## src/hdl/dcsm_pkg.sv

```systemverilog
// package: constants, enums and carrier structs for the drive control/status/mode block
package dcsm_pkg;

    localparam logic [15:0] DCSM_CMD_WORD_OFS   = 16'h6040;
    localparam logic [15:0] DCSM_STATE_WORD_OFS = 16'h6041;
    localparam logic [15:0] DCSM_MODE_SEL_OFS   = 16'h6060;

    // command word bit positions
    localparam int DCSM_CB_SWITCH_ON   = 0;
    localparam int DCSM_CB_ENABLE_VOLT = 1;
    localparam int DCSM_CB_QUICK_STOP  = 2;
    localparam int DCSM_CB_ENABLE_OP   = 3;
    localparam int DCSM_CB_FAULT_RST   = 7;
    localparam int DCSM_CB_HALT        = 8;
    localparam int DCSM_CB_MS_LO       = 4;
    localparam int DCSM_CB_MS_HI       = 6;
    localparam int DCSM_CB_MS9         = 9;

    // state word bit positions
    localparam int DCSM_SB_PREPARED   = 0;
    localparam int DCSM_SB_SWITCHED   = 1;
    localparam int DCSM_SB_OP_EN      = 2;
    localparam int DCSM_SB_FAULT      = 3;
    localparam int DCSM_SB_VOLT       = 4;
    localparam int DCSM_SB_QSTOP      = 5;
    localparam int DCSM_SB_SO_DIS     = 6;
    localparam int DCSM_SB_WARN       = 7;
    localparam int DCSM_SB_REMOTE     = 9;
    localparam int DCSM_SB_TARGET     = 10;
    localparam int DCSM_SB_LIMIT      = 11;
    localparam int DCSM_SB_MS_LO      = 12;
    localparam int DCSM_SB_HOME       = 15;

    localparam logic [15:0] DCSM_FAULT_SHUTDOWN_PAT = 16'h021F;
    localparam logic [9:0]  DCSM_LOW_MASK          = 10'h3FF;

    // mode selector codes
    localparam logic [7:0] DCSM_MODE_NONE = 8'h00;
    localparam logic [7:0] DCSM_MODE_PP   = 8'h01;
    localparam logic [7:0] DCSM_MODE_PV   = 8'h03;
    localparam logic [7:0] DCSM_MODE_PT   = 8'h04;
    localparam logic [7:0] DCSM_MODE_HM   = 8'h06;
    localparam logic [7:0] DCSM_MODE_CSP  = 8'h08;
    localparam logic [7:0] DCSM_MODE_CSV  = 8'h09;
    localparam logic [7:0] DCSM_MODE_CST  = 8'h0A;

    localparam logic [15:0] DCSM_CMD_RESET  = 16'h0000;
    localparam logic [7:0]  DCSM_MODE_RESET = 8'h00;

    // master's settle time after entering a cyclic mode while running
    localparam int DCSM_CYC_SETTLE_US  = 1000;
    localparam int DCSM_CLK_MHZ        = 250;
    localparam int DCSM_CYC_SETTLE_CYC = DCSM_CYC_SETTLE_US * DCSM_CLK_MHZ;

    typedef enum logic [3:0] {
        DCSM_MODE_IDLE,
        DCSM_PROFILE_POSITION_MODE,
        DCSM_PROFILE_VELOCITY_MODE,
        DCSM_PROFILE_TORQUE_MODE,
        DCSM_HOMING_MODE,
        DCSM_CYC_POS_MODE,
        DCSM_CYC_VEL_MODE,
        DCSM_CYC_TRQ_MODE
    } dcsm_mode_t;

    typedef enum logic [1:0] {
        DCSM_SW_STEADY,
        DCSM_SW_RAMP
    } dcsm_sw_t;

    // decoded requests toward the state-transition logic
    typedef struct packed {
        logic       switch_on;
        logic       enable_voltage;
        logic       quick_stop;
        logic       enable_operation;
        logic       fault_reset;
        logic       halt;
        logic [3:0] mode_bits;
    } dcsm_req_t;

    // flags returned by the drive
    typedef struct packed {
        logic       prepared;
        logic       switched_on;
        logic       op_enabled;
        logic       fault;
        logic       voltage_on;
        logic       quick_stop;
        logic       switch_on_disabled;
        logic       warning;
        logic       remote;
        logic       target_reached;
        logic       limit_active;
        logic [1:0] mode_status;
        logic       home_found;
    } dcsm_flags_t;

    typedef struct packed {
        logic [15:0] cmd_word;
        logic [7:0]  mode_sel;
        logic        fr_prev;
        dcsm_req_t   req;
        dcsm_mode_t  active_mode;
        dcsm_mode_t  pending_mode;
        dcsm_sw_t    sw;
        logic        flush_pos;
        logic        ramp_stop;
        logic        fault_shutdown;
        logic [15:0] state_word;
    } dcsm_state_t;

endpackage : dcsm_pkg

```

## src/hdl/dcsm_core.sv

```systemverilog
// drive command word decode, state word build and operating-mode switching
`timescale 1ns/1ps

// Summary of operation
// - bits 0,1,3 are switch-on, voltage, operation requests
// - fault reset on bit 7 rising edge only
// - bit 7 held high blocks other commands
// - bit 8 passed as halt request
// - state bits 0-3 prepared, switched, enabled, fault
// - state bits 4,5,6,7,9,10,11,15 report drive flags
// - selector 1,3,4,6 decode pp, pv, pt, homing
// - selector 8,9,10 decode cyclic position/velocity/torque
// - leaving position modes flushes pending position commands
// - leaving velocity/torque modes ramps to stop first
// - no mode change while homing runs
// - drive failure forces fault shutdown pattern unless the drive already reports a fault
module dcsm_core
    import dcsm_pkg::*;
(
    input  wire logic        i_core_clk,
    input  wire logic        i_rst_n,
    input  wire logic        i_reg_wr,
    input  wire logic [15:0] i_reg_addr,
    input  wire logic [15:0] i_reg_wdata,
    output logic      [15:0] o_reg_rdata,
    input  wire dcsm_flags_t i_flags,
    input  wire logic        i_drive_failure,
    input  wire logic        i_homing_active,
    input  wire logic        i_stop_done,
    output dcsm_req_t        o_req,
    output dcsm_mode_t       o_active_mode,
    output logic             o_flush_pos,
    output logic             o_ramp_stop,
    output logic             o_mode_busy,
    output logic             o_fault_shutdown,
    output logic      [15:0] o_state_word
);

    dcsm_state_t st_reg;
    dcsm_state_t st_next;

    function automatic dcsm_mode_t decode_mode(input logic [7:0] sel);
        dcsm_mode_t m;
        m = DCSM_MODE_IDLE;
        case (sel)
            DCSM_MODE_PP:  m = DCSM_PROFILE_POSITION_MODE;
            DCSM_MODE_PV:  m = DCSM_PROFILE_VELOCITY_MODE;
            DCSM_MODE_PT:  m = DCSM_PROFILE_TORQUE_MODE;
            DCSM_MODE_HM:  m = DCSM_HOMING_MODE;
            DCSM_MODE_CSP: m = DCSM_CYC_POS_MODE;
            DCSM_MODE_CSV: m = DCSM_CYC_VEL_MODE;
            DCSM_MODE_CST: m = DCSM_CYC_TRQ_MODE;
            default:       m = DCSM_MODE_IDLE;
        endcase
        return m;
    endfunction : decode_mode

    function automatic logic is_pos_mode(input dcsm_mode_t m);
        return (m == DCSM_PROFILE_POSITION_MODE) || (m == DCSM_CYC_POS_MODE);
    endfunction : is_pos_mode

    function automatic logic needs_ramp(input dcsm_mode_t m);
        return (m == DCSM_PROFILE_VELOCITY_MODE) || (m == DCSM_PROFILE_TORQUE_MODE)
            || (m == DCSM_CYC_VEL_MODE) || (m == DCSM_CYC_TRQ_MODE);
    endfunction : needs_ramp

    logic        cmd_wr;
    logic        mode_wr;
    logic [15:0] cw;
    logic        fr_rise;
    logic        fr_hold;
    dcsm_mode_t  want;

    assign cmd_wr  = i_reg_wr && (i_reg_addr == DCSM_CMD_WORD_OFS);
    assign mode_wr = i_reg_wr && (i_reg_addr == DCSM_MODE_SEL_OFS);
    assign cw      = st_reg.cmd_word;
    assign fr_rise = cw[DCSM_CB_FAULT_RST] && !st_reg.fr_prev;
    assign fr_hold = cw[DCSM_CB_FAULT_RST] && st_reg.fr_prev;
    assign want    = decode_mode(st_reg.mode_sel);

    always_comb begin
        st_next = st_reg;
        st_next.flush_pos = 1'b0;
        if (cmd_wr) begin
            st_next.cmd_word = i_reg_wdata;
        end
        if (mode_wr) begin
            st_next.mode_sel = i_reg_wdata[7:0];
        end
        st_next.fr_prev = cw[DCSM_CB_FAULT_RST];

        // held reset bit masks every other command
        if (fr_hold) begin
            st_next.req.switch_on        = 1'b0;
            st_next.req.enable_voltage   = 1'b0;
            st_next.req.quick_stop       = 1'b0;
            st_next.req.enable_operation = 1'b0;
            st_next.req.halt             = 1'b0;
            st_next.req.mode_bits        = 4'h0;
        end else begin
            st_next.req.switch_on        = cw[DCSM_CB_SWITCH_ON];
            st_next.req.enable_voltage   = cw[DCSM_CB_ENABLE_VOLT];
            st_next.req.quick_stop       = cw[DCSM_CB_QUICK_STOP];
            st_next.req.enable_operation = cw[DCSM_CB_ENABLE_OP];
            st_next.req.halt             = cw[DCSM_CB_HALT];
            st_next.req.mode_bits        = {cw[DCSM_CB_MS9], cw[DCSM_CB_MS_HI:DCSM_CB_MS_LO]};
        end
        // one-cycle pulse; resettable classing is the fault logic's job
        st_next.req.fault_reset = fr_rise;

        // failure latches until the reset edge clears it
        if (i_drive_failure && !i_flags.fault) begin
            st_next.fault_shutdown = 1'b1;
        end else if (fr_rise) begin
            st_next.fault_shutdown = 1'b0;
        end

        case (st_reg.sw)
            DCSM_SW_STEADY: begin
                if (want != st_reg.active_mode && !i_homing_active) begin
                    if (is_pos_mode(st_reg.active_mode)) begin
                        st_next.flush_pos = 1'b1;
                    end
                    if (needs_ramp(st_reg.active_mode)) begin
                        st_next.pending_mode = want;
                        st_next.ramp_stop    = 1'b1;
                        st_next.sw           = DCSM_SW_RAMP;
                    end else begin
                        st_next.active_mode = want;
                    end
                end
            end
            DCSM_SW_RAMP: begin
                // new mode applies only once the ramp has ended
                if (i_stop_done) begin
                    st_next.active_mode = st_reg.pending_mode;
                    st_next.ramp_stop   = 1'b0;
                    st_next.sw          = DCSM_SW_STEADY;
                end
            end
            default: begin
                st_next.sw = DCSM_SW_STEADY;
            end
        endcase

        st_next.state_word = 16'h0000;
        st_next.state_word[DCSM_SB_PREPARED] = i_flags.prepared;
        st_next.state_word[DCSM_SB_SWITCHED] = i_flags.switched_on;
        st_next.state_word[DCSM_SB_OP_EN]    = i_flags.op_enabled;
        st_next.state_word[DCSM_SB_FAULT]    = i_flags.fault;
        st_next.state_word[DCSM_SB_VOLT]     = i_flags.voltage_on;
        st_next.state_word[DCSM_SB_QSTOP]    = i_flags.quick_stop;
        st_next.state_word[DCSM_SB_SO_DIS]   = i_flags.switch_on_disabled;
        st_next.state_word[DCSM_SB_WARN]     = i_flags.warning;
        st_next.state_word[DCSM_SB_REMOTE]   = i_flags.remote;
        st_next.state_word[DCSM_SB_TARGET]   = i_flags.target_reached;
        st_next.state_word[DCSM_SB_LIMIT]    = i_flags.limit_active;
        st_next.state_word[DCSM_SB_MS_LO +: 2] = i_flags.mode_status;
        st_next.state_word[DCSM_SB_HOME]     = i_flags.home_found;
        if (st_next.fault_shutdown) begin
            st_next.state_word[9:0] = DCSM_FAULT_SHUTDOWN_PAT[9:0];
        end
    end

    always_ff @(posedge i_core_clk or negedge i_rst_n) begin
        if (!i_rst_n) begin
            st_reg <= '0;
        end else begin
            st_reg <= st_next;
        end
    end

    always_comb begin
        case (i_reg_addr)
            DCSM_CMD_WORD_OFS:   o_reg_rdata = st_reg.cmd_word;
            DCSM_STATE_WORD_OFS: o_reg_rdata = st_reg.state_word;
            DCSM_MODE_SEL_OFS:   o_reg_rdata = {8'h00, st_reg.mode_sel};
            default:             o_reg_rdata = 16'h0000;
        endcase
    end

    assign o_req            = st_reg.req;
    assign o_active_mode    = st_reg.active_mode;
    assign o_flush_pos      = st_reg.flush_pos;
    assign o_ramp_stop      = st_reg.ramp_stop;
    assign o_mode_busy      = (st_reg.sw == DCSM_SW_RAMP) || i_homing_active;
    assign o_fault_shutdown = st_reg.fault_shutdown;
    assign o_state_word     = st_reg.state_word;

    property p_fr_pulse;
        @(posedge i_core_clk) disable iff (!i_rst_n)
        o_req.fault_reset |=> !o_req.fault_reset;
    endproperty
    a_fr_pulse: assert property (p_fr_pulse) else $error("fault reset not a pulse");

    property p_hold_masks;
        @(posedge i_core_clk) disable iff (!i_rst_n)
        fr_hold |=> !o_req.switch_on && !o_req.enable_operation && !o_req.halt;
    endproperty
    a_hold_masks: assert property (p_hold_masks) else $error("held reset did not mask");

    property p_switch_on;
        @(posedge i_core_clk) disable iff (!i_rst_n)
        !fr_hold |=> o_req.switch_on == $past(cw[0]);
    endproperty
    a_switch_on: assert property (p_switch_on) else $error("switch-on decode wrong");

    property p_zero_bits;
        @(posedge i_core_clk) disable iff (!i_rst_n)
        o_state_word[8] == 1'b0 && o_state_word[14] == 1'b0;
    endproperty
    a_zero_bits: assert property (p_zero_bits) else $error("bits 8/14 not zero");

    property p_fault_pat;
        @(posedge i_core_clk) disable iff (!i_rst_n)
        o_fault_shutdown |-> o_state_word[9:0] == 10'h21F;
    endproperty
    a_fault_pat: assert property (p_fault_pat) else $error("fault pattern wrong");

    property p_fault_entry;
        @(posedge i_core_clk) disable iff (!i_rst_n)
        i_drive_failure && !i_flags.fault |=> o_fault_shutdown;
    endproperty
    a_fault_entry: assert property (p_fault_entry) else $error("no fault shutdown");

    property p_homing_hold;
        @(posedge i_core_clk) disable iff (!i_rst_n)
        i_homing_active && st_reg.sw == DCSM_SW_STEADY |=> $stable(o_active_mode);
    endproperty
    a_homing_hold: assert property (p_homing_hold) else $error("mode changed while homing");

    property p_ramp_first;
        @(posedge i_core_clk) disable iff (!i_rst_n)
        o_ramp_stop && !i_stop_done |=> $stable(o_active_mode);
    endproperty
    a_ramp_first: assert property (p_ramp_first) else $error("mode applied before stop");

    property p_flush_src;
        @(posedge i_core_clk) disable iff (!i_rst_n)
        o_flush_pos |-> is_pos_mode($past(o_active_mode)) && (o_active_mode != $past(o_active_mode));
    endproperty
    a_flush_src: assert property (p_flush_src) else $error("flush without leaving position mode");

    property p_rise_reset;
        @(posedge i_core_clk) disable iff (!i_rst_n)
        $rose(cw[DCSM_CB_FAULT_RST]) |=> o_req.fault_reset;
    endproperty
    a_rise_reset: assert property (p_rise_reset) else $error("rising reset bit gave no pulse");

    property p_enable_decode;
        @(posedge i_core_clk) disable iff (!i_rst_n)
        !fr_hold |=> o_req.enable_voltage == $past(cw[DCSM_CB_ENABLE_VOLT])
            && o_req.enable_operation == $past(cw[DCSM_CB_ENABLE_OP]);
    endproperty
    a_enable_decode: assert property (p_enable_decode) else $error("enable requests decode wrong");

    property p_halt_decode;
        @(posedge i_core_clk) disable iff (!i_rst_n)
        !fr_hold |=> o_req.halt == $past(cw[DCSM_CB_HALT]);
    endproperty
    a_halt_decode: assert property (p_halt_decode) else $error("halt request decode wrong");

    property p_mode_bits;
        @(posedge i_core_clk) disable iff (!i_rst_n)
        !fr_hold |=> o_req.mode_bits == $past({cw[DCSM_CB_MS9], cw[DCSM_CB_MS_HI:DCSM_CB_MS_LO]});
    endproperty
    a_mode_bits: assert property (p_mode_bits) else $error("mode specific bits not passed");

    property p_state_low;
        @(posedge i_core_clk) disable iff (!i_rst_n)
        !o_fault_shutdown |-> o_state_word[3:0]
            == $past({i_flags.fault, i_flags.op_enabled, i_flags.switched_on, i_flags.prepared});
    endproperty
    a_state_low: assert property (p_state_low) else $error("low state flags wrong");

    // fault pattern covers bits 9:0, so only the upper flags are free of it
    property p_state_high;
        @(posedge i_core_clk) disable iff (!i_rst_n)
        o_state_word[15] == $past(i_flags.home_found)
            && o_state_word[11:10] == $past({i_flags.limit_active, i_flags.target_reached});
    endproperty
    a_state_high: assert property (p_state_high) else $error("upper state flags wrong");

    property p_ramp_apply;
        @(posedge i_core_clk) disable iff (!i_rst_n)
        o_ramp_stop && i_stop_done |=> !o_ramp_stop;
    endproperty
    a_ramp_apply: assert property (p_ramp_apply) else $error("ramp not ended after stop");

    property p_flush_leave;
        @(posedge i_core_clk) disable iff (!i_rst_n)
        is_pos_mode($past(o_active_mode)) && !is_pos_mode(o_active_mode) |-> o_flush_pos;
    endproperty
    a_flush_leave: assert property (p_flush_leave) else $error("position commands not flushed");

    property p_cyc_mode;
        @(posedge i_core_clk) disable iff (!i_rst_n)
        st_reg.mode_sel == DCSM_MODE_CSV && st_reg.sw == DCSM_SW_STEADY && !i_homing_active
            && !needs_ramp(o_active_mode) |=> o_active_mode == DCSM_CYC_VEL_MODE;
    endproperty
    a_cyc_mode: assert property (p_cyc_mode) else $error("cyclic velocity decode wrong");

    c_fault_reset: cover property (@(posedge i_core_clk) disable iff (!i_rst_n) o_req.fault_reset);
    c_ramp_switch: cover property (@(posedge i_core_clk) disable iff (!i_rst_n) o_ramp_stop ##[1:20] !o_ramp_stop);
    c_flush:       cover property (@(posedge i_core_clk) disable iff (!i_rst_n) o_flush_pos);
    c_fault_sd:    cover property (@(posedge i_core_clk) disable iff (!i_rst_n) o_fault_shutdown);
    c_home_refuse: cover property (@(posedge i_core_clk) disable iff (!i_rst_n) i_homing_active && want != o_active_mode);

endmodule : dcsm_core

```

## config.mk

```make
export PLATFORM = sky130hd
export DESIGN_NAME = dcsm_core
export DESIGN_NICKNAME = d
export VERILOG_FILES = /design/src/hdl/dcsm_pkg.sv /design/src/hdl/dcsm_core.sv
export SDC_FILE = /design/constraint.sdc
export NUM_CORES = 1
export LEC_CHECK = 0
export BUFFER_PORTS_ARGS = -buffer_cell sky130_fd_sc_hd__buf_2
export CAP_MARGIN = 15
export CORE_MARGIN = 1.5
export CORE_UTILIZATION = 54
export DETAILED_ROUTE_END_ITERATION = 10
export PLACE_DENSITY = 0.85
export SYNTH_ARGS = -nofsm -noshare
export SYNTH_HDL_FRONTEND = slang
export SYNTH_SLANG_ARGS = --single-unit
```

## constraint.sdc

```tcl
create_clock -name i_core_clk -period 5.41 [get_ports i_core_clk]
set_input_delay 0.8115 -clock i_core_clk [delete_from_list [all_inputs] [get_ports i_core_clk]]
set_output_delay 0.8115 -clock i_core_clk [all_outputs]
set_load 0.02 [all_outputs]
```

==> metrics.csv <==
metric;value;unit
antenna_violating_nets_post_route;0;
worstPathBufferInverterCount;3;
finalCoreUtilization;67.55;%
grt_setup_unrepaired;false;
critical-path-top-cell-by-count;sky130_fd_sc_hd__buf_2;
synthesis.area_per_instance;11.88;um2
first_iter_violations;109;
die_width;77.31;um
pwr_density_cell;326.5;mW/mm2
worstPathArrival;2.85;ns
area_overhead_vs_synth;17.92;%
cp_slowest_cell;sky130_fd_sc_hd__nor3b_2;
min_period_over_period;67.60;%
avgViaCountPerCell;5.346;
mappedNetlistArea;0.002982;mm2
fin_ws;1.753;ns
largest_register_ffs;16;
final_common_cell;sky130_fd_sc_hd__buf_2;
n_antenna_cell;0;
cts.repair.resized;0;
required_time_of_the_worst_setup_path;4.60;ns
comb_pwr_share;17.3;%
ys_top_cells_by_area;sky130_fd_sc_hd__dfrtp_1 50%, sky130_fd_sc_hd__mux2_2 8.7%, sky130_fd_sc_hd__buf_4 7.8%;
report.final.slew_viol_count;0;
fraction_of_synthesis_flops_using_an_asynchronous_set_or_reset_pin;100.0;%
pre_cts_slack;1.733;ns
core_area;0.005205;mm2
initial_core_utilization;57.28;%
dp_hpwl;4520;um
clock-skew-final;0.007646;ns
globalRoute.totalOverflow;0;
switching_share;29.20;%
delay_of_the_slowest_critical_path_stage;0.85;ns
drive_gt1_share;47.11;%
fp-row-count;26;
crit_path_cell_trace;buf_2 -> nor4_2 -> nand4_2 -> nor3b_2 -> a222oi_1 -> inv_1 -> buf_2;
synth_sequential_area_ratio;49.52;%
number_of_global_route_vias_before_repair;2211;
yosys.area.top_type;sky130_fd_sc_hd__dfrtp_1;
max_slew_margin;33.44;%
post-synth-top-area-fraction;49.52;%
critical_path.endpoint_type;primary output;
run_status;finished, final reports clean;
post-route-drc-count;0;
fmax;273.4;MHz
cts-htree-levels;3;
power_leakage;1.862;nW
cts_sink_cnt;59;
wl_per_cell;15.65;um
dr.pass1.iters;4;
count_of_flip_flops_with_a_built_in_enable_after_synthesis;0;
power.share.sequential;43.7;%
vdd_ir_drop_max;0.1836;mV
yosys_register_bits;59;
cts_tree;built;
final_cells;399;
layout.cells.most_common_list;98 x sky130_fd_sc_hd__buf_2, 59 x sky130_fd_sc_hd__dfrtp_1, 23 x sky130_fd_sc_hd__mux2_2;
gpl.final_weighted_congestion;0.8421;
maxCapViolations;0;
postCtsSetupBuffers;0;
port_buffers;98;
tightest_slew;0.9941;ns
critPathKind;primary input to primary output;
synth_cell_type_count;48;
ios;102;
internal_power;0.8128;mW
dr_total_vias;2133;
period_needed;3.657;ns
worstSetupStartpointType;primary input;
nets;376;
setup_viol_count_final;0;
floorplan.die_area;0.005976;mm2
p_clk_share;39.1;%
holdBufCountCts;0;
ys_warn_count;0;
grt_max_degree;60;
wirelength;6244;um
grt_first_pass_wirelength;10560;um
synth_flop_cell;sky130_fd_sc_hd__dfrtp_1;
cp_top_family;simple AND/OR/NAND/NOR gates;
grt_util_all_layers;23.07;%
clkSlewWorstSetupHoldPaths;0.07;ns
worstSkewPairLatency;0.33;ns
cts_made_buffers;9;
hold_path_class;flop to flop;
switching_pwr;0.3352;mW
grt_antenna_before_repair;0;
ctsRootBufferMaster;sky130_fd_sc_hd__clkbuf_8;
fin_hold_ws;0.4448;ns
dp.cells;383;
fillerInstances;405;
report.final.hold_viol_count;0;
die_height;77.31;um
crit_fanout;14;
setup_total_negative_slack;0;ns
netlist_instances;251;
max-clock-path-buffers;2;
==> synthesized netlist by cell type, drive strengths merged (3+ instances only) <==
library cell / instances
a21oi: 6
a222oi: 8
a22o: 6
and2: 19
buf: 37
dfrtp: 59
inv: 14
mux2: 25
nand2: 13
nand2b: 7
nand3: 3
nor2: 6
nor2b: 4
nor4: 3
o31ai: 5
or3: 4
xor2: 3
==> cells by family (layout without fill, tap and decap cells) <==
family / after synthesis / after routing / synth area share (%)
AO/OA/AOI/OAI: 35 / 35 / 10.11
XOR/XNOR: 5 / 5 / 1.469
buffers and inverters: 53 / 129 / 11.46
flip-flops: 59 / 59 / 49.52
multiplexers: 26 / 26 / 9.903
other: 1 / 3 / 0.1258
AND/OR/NAND/NOR: 72 / 72 / 17.41
==> power groups by stage <==
stage	logic, mW	clock network [mW]	registers [mW]
6_report	0.198	0.448	0.501
5_1_grt	0.215	0.477	0.507
4_1_cts	0.200	0.455	0.500
3_5_place_dp	0.199	0	0.509
3_3_place_gp	0.193	0	0.508
2_1_floorplan	0.154	0	0.502
==> layout make-up <==
cell class / instances / area [um2] / area share, %
Clock buffer: 9 / 123.9 / 3.523
Clock inverter: 7 / 101.3 / 2.883
Inverter: 14 / 52.55 / 1.495
Multi-Input combinational cell: 141 / 1176 / 33.45
Sequential cell: 59 / 1476 / 41.99
Tap cell: 70 / 87.58 / 2.491
Timing Repair Buffer: 99 / 498.0 / 14.16
==> final timing paths <==
check	from	endpoint	slack (ns)	cells after the start
max	i_reg_addr[1]	o_reg_rdata[6]	1.75	7
min	cw[7]	st_reg[39]	0.44	0
max reg2reg	st_reg[41]	o_active_mode[2]	3.23	6
min reg2reg	cw[7]	st_reg[39]	0.44	0
max in group asynchronous	i_rst_n	o_req[7]	4.30	2
min in group asynchronous	i_rst_n	o_active_mode[2]	0.62	2
==> through the flow <==
stage	power, mW	area, um2
floorplan	0.6561	2989
global placement	0.7008	3291
detailed placement	0.7081	3291
CTS	1.156	3516
global route	1.199	3516
finish	1.148	3516
==> per-layer routing <==
metal  track usage [%]  share of wire, %  vias to the layer above
met3             8.095               7.8                        8
met1             28.52                40                     1032
li1                  -                 -                     1000
met5                 0                 0                        -
met2             36.75                50                       93
met4             9.455               1.4                        0
No activity file was read; power rests on OpenSTA's default activity.
